<file path="config.mk">
export PLATFORM = sky130hd
export DESIGN_NAME = hic_regs_top
export DESIGN_NICKNAME = d
export VERILOG_FILES = /design/src/hdl/hic_pkg.sv /design/src/hdl/hic_regs_top.sv /design/src/hdl/hic_pin_sync.sv
export SDC_FILE = /design/constraint.sdc
export NUM_CORES = 1
export LEC_CHECK = 0
export ABC_AREA = 1
export BUFFER_PORTS_ARGS = -buffer_cell sky130_fd_sc_hd__buf_2
export CAP_MARGIN = 25
export CORE_ASPECT_RATIO = 1.5
export CORE_MARGIN = 5
export CORE_UTILIZATION = 59
export CTS_CLUSTER_DIAMETER = 30
export DETAILED_ROUTE_END_ITERATION = 10
export PLACE_DENSITY = 0.89
export SYNTH_ARGS = -nofsm -noshare
export SYNTH_HDL_FRONTEND = slang
export SYNTH_SLANG_ARGS = --single-unit
</file>
<file path="constraint.sdc">
create_clock -name core_clk -period 3.4 [get_ports core_clk]
set_input_delay 0.51 -clock core_clk [delete_from_list [all_inputs] [get_ports core_clk]]
set_output_delay 0.51 -clock core_clk [all_outputs]
set_load 0.01 [all_outputs]
</file>
<file path="src/hdl/hic_pkg.sv">
package hic_pkg;

  // register offsets on the serial slave port
  localparam logic [7:0] OFS_VID_LO  = 8'h00;
  localparam logic [7:0] OFS_VID_HI  = 8'h01;
  localparam logic [7:0] OFS_PID_LO  = 8'h02;
  localparam logic [7:0] OFS_PID_HI  = 8'h03;
  localparam logic [7:0] OFS_REL_LO  = 8'h04;
  localparam logic [7:0] OFS_REL_HI  = 8'h05;
  localparam logic [7:0] OFS_CFG_ONE = 8'h06;
  localparam logic [7:0] REG_COUNT   = 8'h07;

  // first configuration byte
  localparam logic [7:0] CFG_ONE_RST     = 8'h98;
  localparam int         CFG_ONE_PWR_BIT = 7;

  // serial framing
  localparam logic [3:0] BYTE_BITS   = 4'h8;
  localparam logic [6:0] SLAVE_ADDR_DEF = 7'h2D;

  // pin level while the bus is idle
  localparam logic       PIN_IDLE    = 1'b1;

  // gray coded along the write path and the read data loop; ST_ADDR_ACK to ST_RDATA is not
  typedef enum logic [3:0] {
    ST_IDLE      = 4'h0,
    ST_ADDR      = 4'h1,
    ST_ADDR_ACK  = 4'h3,
    ST_PTR       = 4'h2,
    ST_PTR_ACK   = 4'h6,
    ST_WDATA     = 4'h7,
    ST_WDATA_ACK = 4'h5,
    ST_RDATA     = 4'h4,
    ST_RDATA_ACK = 4'hC
  } hic_state_t;

endpackage

</file>
<file path="src/hdl/hic_regs_top.sv">
// Summary of operation
// - 16-bit vendor identifier, low byte at 00h, high byte at 01h, reported whole.
// - 16-bit product identifier, low byte at 02h, high byte at 03h, reported whole.
// - 16-bit BCD release number, low byte at 04h, high byte at 05h.
// - every identifier byte is fully writable over the serial configuration port.
// - bit 7 of configuration byte one: 0 bus-powered, 1 self-powered.
// - configuration byte one resets to self-powered, ganged port power.
// - a register never written keeps its built-in default.
`timescale 1ns/100ps
`default_nettype none

module hic_regs_top
  import hic_pkg::*;
#(
  // identification defaults: values are arbitrary
  parameter logic [7:0] VID_LO_DEF = 8'h5A,
  parameter logic [7:0] VID_HI_DEF = 8'h1E,
  parameter logic [7:0] PID_LO_DEF = 8'h01,
  parameter logic [7:0] PID_HI_DEF = 8'h10,
  parameter logic [7:0] REL_LO_DEF = 8'h00,
  parameter logic [7:0] REL_HI_DEF = 8'h01,
  parameter logic [6:0] SLAVE_ADDR = SLAVE_ADDR_DEF
)
(
  // clock and reset
  input  wire logic        core_clk,
  input  wire logic        sys_rst,
  // serial slave port
  input  wire logic        sclIn,
  input  wire logic        sdaIn,
  output logic             sdaOut,
  output logic             sdaOe,
  // configuration seen by the hub core
  output logic      [15:0] vendorId,
  output logic      [15:0] productId,
  output logic      [15:0] releaseNumber,
  output logic      [7:0]  cfgByteOne,
  output logic             selfPowered
);

  localparam logic [7:0] RST_TABLE [0:6] = '{VID_LO_DEF, VID_HI_DEF, PID_LO_DEF,
                                              PID_HI_DEF, REL_LO_DEF, REL_HI_DEF,
                                              CFG_ONE_RST};

  logic       sclF;
  logic       sdaF;
  hic_state_t state_r;
  hic_state_t state_nxt;
  logic [3:0] bitCnt_r;
  logic [3:0] bitCnt_nxt;
  logic [7:0] shift_r;
  logic [7:0] shift_nxt;
  logic [7:0] ptr_r;
  logic [7:0] ptr_nxt;
  logic       rw_r;
  logic       rw_nxt;
  logic       nack_r;
  logic       nack_nxt;
  logic       sdaOe_r;
  logic       sdaOe_nxt;
  logic       sclPrev_r;
  logic       sdaPrev_r;
  logic       sdaOut_r;
  logic       sclRise;
  logic       sclFall;
  logic       startSeen;
  logic       stopSeen;
  logic       wrEn;
  logic [7:0] wrAddr;
  logic [7:0] wrData;
  logic [7:0] rdData;
  logic [7:0] regs_r   [0:6];
  logic [7:0] regs_nxt [0:6];

  function automatic logic regValid(input logic [7:0] idx);
    regValid = (idx < REG_COUNT);
  endfunction

  // unmapped offsets read as zero
  function automatic logic [7:0] regRead(input logic [7:0] idx,
                                         input logic [7:0] file [0:6]);
    regRead = 8'h00;
    if (regValid(idx))
    begin
      regRead = file[idx[2:0]];
    end
  endfunction

  hic_pin_sync #(
    .W (2)
  ) u_pin_sync (
    .core_clk (core_clk),
    .sys_rst  (sys_rst),
    .pinIn    ({sclIn, sdaIn}),
    .pinLevel ({sclF, sdaF})
  );

  assign sclRise   = sclF & ~sclPrev_r;
  assign sclFall   = ~sclF & sclPrev_r;
  assign startSeen = sclF & sclPrev_r & sdaPrev_r & ~sdaF;
  assign stopSeen  = sclF & sclPrev_r & ~sdaPrev_r & sdaF;
  assign rdData    = regRead(ptr_r, regs_r);

  // serial protocol
  always_comb
  begin
    state_nxt  = state_r;
    bitCnt_nxt = bitCnt_r;
    shift_nxt  = shift_r;
    ptr_nxt    = ptr_r;
    rw_nxt     = rw_r;
    nack_nxt   = nack_r;
    sdaOe_nxt  = sdaOe_r;
    wrEn       = 1'b0;
    wrAddr     = ptr_r;
    wrData     = shift_r;
    if (stopSeen)
    begin
      state_nxt = ST_IDLE;
      sdaOe_nxt = 1'b0;
    end
    else if (startSeen)
    begin
      state_nxt  = ST_ADDR;
      bitCnt_nxt = 4'h0;
      sdaOe_nxt  = 1'b0;
    end
    else
    begin
      unique case (state_r)
        ST_IDLE:
        begin
          sdaOe_nxt = 1'b0;
        end
        ST_ADDR, ST_PTR, ST_WDATA:
        begin
          if (sclRise && bitCnt_r != BYTE_BITS)
          begin
            shift_nxt  = {shift_r[6:0], sdaF};
            bitCnt_nxt = bitCnt_r + 4'h1;
          end
          else if (sclFall && bitCnt_r == BYTE_BITS)
          begin
            bitCnt_nxt = 4'h0;
            sdaOe_nxt  = 1'b1;
            if (state_r == ST_ADDR)
            begin
              // foreign address: stay off the bus until the next start
              if (shift_r[7:1] == SLAVE_ADDR)
              begin
                rw_nxt    = shift_r[0];
                state_nxt = ST_ADDR_ACK;
              end
              else
              begin
                sdaOe_nxt = 1'b0;
                state_nxt = ST_IDLE;
              end
            end
            else if (state_r == ST_PTR)
            begin
              ptr_nxt   = shift_r;
              state_nxt = ST_PTR_ACK;
            end
            else
            begin
              wrEn      = 1'b1;
              ptr_nxt   = ptr_r + 8'h01;
              state_nxt = ST_WDATA_ACK;
            end
          end
        end
        ST_ADDR_ACK:
        begin
          if (sclFall)
          begin
            if (rw_r)
            begin
              shift_nxt = rdData;
              sdaOe_nxt = ~rdData[7];
              ptr_nxt   = ptr_r + 8'h01;
              state_nxt = ST_RDATA;
            end
            else
            begin
              sdaOe_nxt = 1'b0;
              state_nxt = ST_PTR;
            end
          end
        end
        ST_PTR_ACK, ST_WDATA_ACK:
        begin
          if (sclFall)
          begin
            sdaOe_nxt = 1'b0;
            state_nxt = ST_WDATA;
          end
        end
        ST_RDATA:
        begin
          if (sclRise)
          begin
            bitCnt_nxt = bitCnt_r + 4'h1;
          end
          else if (sclFall)
          begin
            if (bitCnt_r == BYTE_BITS)
            begin
              sdaOe_nxt  = 1'b0;
              bitCnt_nxt = 4'h0;
              state_nxt  = ST_RDATA_ACK;
            end
            else
            begin
              shift_nxt = {shift_r[6:0], 1'b0};
              sdaOe_nxt = ~shift_r[6];
            end
          end
        end
        ST_RDATA_ACK:
        begin
          if (sclRise)
          begin
            nack_nxt = sdaF;
          end
          else if (sclFall)
          begin
            if (nack_r)
            begin
              state_nxt = ST_IDLE;
            end
            else
            begin
              shift_nxt = rdData;
              sdaOe_nxt = ~rdData[7];
              ptr_nxt   = ptr_r + 8'h01;
              state_nxt = ST_RDATA;
            end
          end
        end
        default:
        begin
          sdaOe_nxt = 1'b0;
          state_nxt = ST_IDLE;
        end
      endcase
    end
  end

  always_ff @(posedge core_clk or posedge sys_rst)
  begin
    if (sys_rst)
    begin
      state_r   <= ST_IDLE;
      bitCnt_r  <= 4'h0;
      shift_r   <= 8'h00;
      ptr_r     <= 8'h00;
      rw_r      <= 1'b0;
      nack_r    <= 1'b0;
      sdaOe_r   <= 1'b0;
      sclPrev_r <= PIN_IDLE;
      sdaPrev_r <= PIN_IDLE;
      sdaOut_r  <= 1'b0;
    end
    else
    begin
      state_r   <= state_nxt;
      bitCnt_r  <= bitCnt_nxt;
      shift_r   <= shift_nxt;
      ptr_r     <= ptr_nxt;
      rw_r      <= rw_nxt;
      nack_r    <= nack_nxt;
      sdaOe_r   <= sdaOe_nxt;
      sclPrev_r <= sclF;
      sdaPrev_r <= sdaF;
      sdaOut_r  <= 1'b0;
    end
  end

  // register file; writes past the last offset are acked and dropped
  always_comb
  begin
    regs_nxt = regs_r;
    if (wrEn && regValid(wrAddr))
    begin
      regs_nxt[wrAddr[2:0]] = wrData;
    end
  end

  always_ff @(posedge core_clk or posedge sys_rst)
  begin
    if (sys_rst)
    begin
      regs_r <= RST_TABLE;
    end
    else
    begin
      regs_r <= regs_nxt;
    end
  end

  assign sdaOut        = sdaOut_r;
  assign sdaOe         = sdaOe_r;
  assign vendorId      = {regs_r[OFS_VID_HI[2:0]], regs_r[OFS_VID_LO[2:0]]};
  assign productId     = {regs_r[OFS_PID_HI[2:0]], regs_r[OFS_PID_LO[2:0]]};
  assign releaseNumber = {regs_r[OFS_REL_HI[2:0]], regs_r[OFS_REL_LO[2:0]]};
  assign cfgByteOne    = regs_r[OFS_CFG_ONE[2:0]];
  assign selfPowered   = regs_r[OFS_CFG_ONE[2:0]][CFG_ONE_PWR_BIT];

  logic postRst_r;
  always_ff @(posedge core_clk or posedge sys_rst)
  begin
    if (sys_rst)
    begin
      postRst_r <= 1'b0;
    end
    else
    begin
      postRst_r <= 1'b1;
    end
  end

  chk_vendor_low_write: assert property (@(posedge core_clk) disable iff (sys_rst)
    (wrEn && wrAddr == OFS_VID_LO) |=> (vendorId[7:0] == $past(wrData)))
    else $error("vendor id low byte not updated");

  chk_product_high_write: assert property (@(posedge core_clk) disable iff (sys_rst)
    (wrEn && wrAddr == OFS_PID_HI) |=> (productId[15:8] == $past(wrData))
      && $stable(productId[7:0]))
    else $error("product id high byte not updated");

  chk_release_low_write: assert property (@(posedge core_clk) disable iff (sys_rst)
    (wrEn && wrAddr == OFS_REL_LO) |=> (releaseNumber[7:0] == $past(wrData))
      && $stable(releaseNumber[15:8]))
    else $error("release number low byte not updated");

  chk_write_acked: assert property (@(posedge core_clk) disable iff (sys_rst)
    wrEn |=> sdaOe && state_r == ST_WDATA_ACK)
    else $error("written byte not acknowledged");

  chk_power_select: assert property (@(posedge core_clk) disable iff (sys_rst)
    (wrEn && wrAddr == OFS_CFG_ONE) |=> (selfPowered == $past(wrData[7])))
    else $error("power select does not follow written bit");

  chk_cfg_reset_value: assert property (@(posedge core_clk) disable iff (sys_rst)
    !postRst_r |-> (cfgByteOne == CFG_ONE_RST) && selfPowered)
    else $error("configuration byte one reset value wrong");

  chk_unwritten_hold: assert property (@(posedge core_clk) disable iff (sys_rst)
    !wrEn |=> $stable(vendorId) && $stable(productId) && $stable(releaseNumber)
      && $stable(cfgByteOne))
    else $error("register changed without a write");

  chk_past_end_dropped: assert property (@(posedge core_clk) disable iff (sys_rst)
    (wrEn && !regValid(wrAddr)) |=> $stable(vendorId) && $stable(productId)
      && $stable(releaseNumber) && $stable(cfgByteOne))
    else $error("write past the last offset changed a register");

  chk_read_returns: assert property (@(posedge core_clk) disable iff (sys_rst)
    (state_r == ST_ADDR_ACK && sclFall && rw_r && !stopSeen && !startSeen)
      |=> (shift_r == $past(rdData)) && state_r == ST_RDATA && (sdaOe == ~shift_r[7]))
    else $error("read data is not the stored register value");

endmodule

`default_nettype wire

</file>
<file path="src/hdl/hic_pin_sync.sv">
`timescale 1ns/100ps
`default_nettype none

module hic_pin_sync
  import hic_pkg::*;
#(
  parameter int W = 2
)
(
  // clock and reset
  input  wire logic         core_clk,
  input  wire logic         sys_rst,
  // raw pins and filtered levels
  input  wire logic [W-1:0] pinIn,
  output logic      [W-1:0] pinLevel
);

  logic [W-1:0] stage1_r;
  logic [W-1:0] stage2_r;
  logic [W-1:0] stage3_r;
  logic [W-1:0] level_r;
  logic [W-1:0] level_nxt;

  // a change counts only once the second and third stages agree
  always_comb
  begin
    level_nxt = level_r;
    for (int i = 0; i < W; i++)
    begin
      if (stage2_r[i] == stage3_r[i])
      begin
        level_nxt[i] = stage3_r[i];
      end
    end
  end

  always_ff @(posedge core_clk or posedge sys_rst)
  begin
    if (sys_rst)
    begin
      stage1_r <= {W{PIN_IDLE}};
      stage2_r <= {W{PIN_IDLE}};
      stage3_r <= {W{PIN_IDLE}};
      level_r  <= {W{PIN_IDLE}};
    end
    else
    begin
      stage1_r <= pinIn;
      stage2_r <= stage1_r;
      stage3_r <= stage2_r;
      level_r  <= level_nxt;
    end
  end

  assign pinLevel = level_r;

endmodule

`default_nettype wire

</file>
==> flow_summary.json <==
{
  "die_w_um": 86.5,
  "worstSetupPathType": "reg2reg",
  "synthArstFlopShare": 1.00,
  "cp_data_required_time_ns": 3.60,
  "die-area_sq_um": 10800,
  "grt_usage": 0.261,
  "hold_viol": 0,
  "crit_path_start_kind": "register",
  "wl_per_cell_um": 15.7,
  "switchingPower_uw": 1680,
  "vdd_drop_max_uv": 402,
  "vias_per_cell": 5.62,
  "layout.nets": 761,
  "final_layout_size_suffix_gt1_frac": 0.189,
  "power.leakage_uw": 0.00306,
  "grt_max_degree": 49,
  "setup_tns_ns": 0,
  "placement.io_buffers": 61,
  "worst_pin_slew_ns": 0.801,
  "swShare": 0.426,
  "post-dp-hpwl_um": 9900,
  "insertion_delay_ns": 0.35,
  "syn2layout_area_growth_pct": 12.0,
  "p_int_uw": 2260,
  "setup_viol": 0,
  "htree_levels": 3,
  "slew_viol_final": 0,
  "vias": 4868,
  "dr.pass1.iters": 8,
  "synth_cell_type_count": 37,
  "synth_fp_nets": 712,
  "clock-root-buffer": "clkbuf_16",
  "die_h_um": 125,
  "rows": 42,
  "crit_path_max_fanout": 24,
  "fmax_mhz": 401,
  "place.gp.congestion": 0.989,
  "worstPathArrival_ns": 2.70,
  "power_frac_clock": 0.271,
  "cts_tree": "yes",
  "rsz0062_at_grt": "false",
  "critPathCaptureType": "register",
  "routed_wl_um": 13600,
  "drc": 0,
  "antenna_found_initial": 0,
  "cts_hold_buf": 0,
  "core_area_sq_um": 8720,
  "grt_pass1_wl_um": 22500,
  "grt_remaining_overflow": 0,
  "synth_edf_count": 0,
  "cts_sinks": 93,
  "timing.final.crit_share": 0.733,
  "place_area_sq_um": 5490,
  "fin_skew_ns": 0.00807,
  "cts_buffers": 9,
  "max-cap-violations": 0,
  "synth.avg_cell_area_sq_um": 7.39,
  "relSlewSlack": 0.466,
  "power.density_nw_per_um2": 677,
  "drt_iter0_drc": 426,
  "ff2ff_setup_slack_ns": 0.91,
  "final_util": 0.666,
  "outcome": "completed",
  "period_minus_slack_ns": 2.49,
  "clock_path_buffers": 2,
  "synth_warnings": 0,
  "synth_top_flop_cell": "dfrtp_1",
  "hp-class": "in2reg",
  "syn_inst": 702,
  "cts_resized": 0,
  "diodes": 0,
  "initial_core_util": 0.594,
  "finalInstanceArea_sq_um": 5810,
  "post_cts.repair.setup_buffers": 0,
  "seq_power_share": 0.352,
  "ys_ff_latch": 93,
  "cts.clk_slew.worst_paths_ns": 0.06,
  "io-pin-count": 63,
  "first_global_vias": 4767,
  "ys_seq_area_frac": 0.455,
  "combPwrFrac": 0.377,
  "syn_area_sq_um": 5180,
  "ant_nets": 0
}
-- cell families after synthesis --
family | after synthesis | synth area share
flops | 93 | 0.455
simple gates | 417 | 0.348
other cells | 1 | 0.000723
xor+xnor | 3 | 0.00507
compound gates | 95 | 0.0975
fa+ha+maj | 8 | 0.0183
buf+inv | 85 | 0.0760
-- synth_stat cells, types with 2 or more instances --
library cell | instances | area [sq um]
a21oi_1 | 3 | 15.0
nand4_1 | 2 | 12.5
buf_6 | 5 | 56.3
inv_2 | 12 | 45.0
and2_1 | 2 | 12.5
nand3b_1 | 2 | 15.0
nand3_1 | 63 | 315
buf_2 | 8 | 40.0
maj3_1 | 2 | 20.0
o21ai_0 | 18 | 90.1
nor2_1 | 73 | 274
dfrtp_1 | 69 | 1730
o21ai_1 | 65 | 325
inv_1 | 48 | 180
ha_1 | 6 | 75.1
nand2_4 | 3 | 33.8
nor2_4 | 3 | 33.8
dfstp_2 | 24 | 631
nand3_4 | 4 | 70.1
nand2_1 | 248 | 931
clkbuf_1 | 8 | 30.0
xor2_1 | 2 | 17.5
buf_4 | 3 | 22.5
nand2_2 | 5 | 31.3
nor2_2 | 2 | 12.5
o21ai_2 | 7 | 61.3
nor3_1 | 5 | 25.0
-- path summary, 6_finish.rpt --
check                                          to                    from  depth (start not counted)
max                              releaseNumber[7]                ptr_r[0]                          8
min                        u_pin_sync.stage1_r[0]                   sdaIn                          1
max reg2reg                      releaseNumber[7]                ptr_r[0]                          8
min reg2reg                u_pin_sync.stage2_r[0]  u_pin_sync.stage1_r[0]                          0
max in group asynchronous           cfgByteOne[7]                 sys_rst                          3
min in group asynchronous            productId[9]                 sys_rst                          2
-- power groups by stage --
stage	clock [uW]	combinational [uW]	sequential (uW)
2_1_floorplan	0	1160	1320
3_3_place_gp	0	1400	1390
3_5_place_dp	0	1440	1400
4_1_cts	1070	1460	1380
5_1_grt	1120	1650	1410
6_report	1060	1480	1380
-- critical path, stage by stage (launching register included) --
cell,delay (ns)
dfrtp_1,0.67
ha_1,0.42
nand2_1,0.10
nand2_1,0.06
nor2_1,0.14
and3_2,0.45
nand3_4,0.27
nand2_1,0.15
o21ai_1,0.10
-- per-layer routing --
metal / GRT usage / vias up / part of all wire
met5: 0 / - / 0
met4: 0.126 / 0 / 0.046
met3: 0.0523 / 49 / 0.060
met2: 0.449 / 222 / 0.51
met1: 0.303 / 2263 / 0.38
li1: - / 2334 / -
-- flip-flops by register name, indices dropped and copies added (netlist names) --
register	flops
ptr_r	8
nack_r	1
releaseNumber	16
rw_r	1
vendorId	16
u_pin_sync.stage2_r	2
u_pin_sync.stage1_r	2
productId	16
u_pin_sync.pinLevel	2
bitCnt_r	4
u_pin_sync.stage3_r	2
sdaPrev_r	1
shift_r	8
state_r	4
sdaOe	1
cfgByteOne	8
sclPrev_r	1
-- layout make-up --
class | count | area [sq um]
clock inverters | 5 | 67.6
well taps | 110 | 138
inverters | 60 | 226
clock buffers | 11 | 253
fillers | 743 | 2920
multi-input cells | 524 | 2430
flip-flops and latches | 93 | 2360
repair buffers | 63 | 333
-- through the flow --
stage	instances	total power [uW]	hold WS, ns	worst slack, ns
2_1_floorplan	702	2480	0.345	0.509
3_3_place_gp	850	2790	0.345	1.12
3_5_place_dp	850	2830	0.353	0.996
4_1_cts	866	3910	0.254	0.934
5_1_grt	866	4180	0.250	0.742
6_report	866	3930	0.264	0.909
-- placed cells by master, fill, tap and decap left out, types with 2 or more instances in the layout --
| master | Yosys | layout |
|---|---|---|
| nand2_2 | 5 | 5 |
| nor2_2 | 2 | 2 |
| buf_2 | 8 | 61 |
| nand3_1 | 63 | 63 |
| inv_2 | 12 | 12 |
| o21ai_0 | 18 | 18 |
| dfstp_2 | 24 | 24 |
| nand3b_1 | 2 | 2 |
| o21ai_1 | 65 | 65 |
| dfrtp_1 | 69 | 69 |
| and2_1 | 2 | 2 |
| maj3_1 | 2 | 2 |
| nand2_4 | 3 | 3 |
| o21ai_2 | 7 | 7 |
| ha_1 | 6 | 6 |
| nand4_1 | 2 | 2 |
| clkbuf_16 | 0 | 9 |
| inv_1 | 48 | 47 |
| nor2_4 | 3 | 3 |
| nor2_1 | 73 | 73 |
| nand3_4 | 4 | 4 |
| xor2_1 | 2 | 2 |
| clkbuf_8 | 0 | 2 |
| clkinv_4 | 0 | 3 |
| nor3_1 | 5 | 5 |
| a21oi_1 | 3 | 3 |
| nand2_1 | 248 | 248 |
No activity file was read; power rests on OpenSTA's default activity.
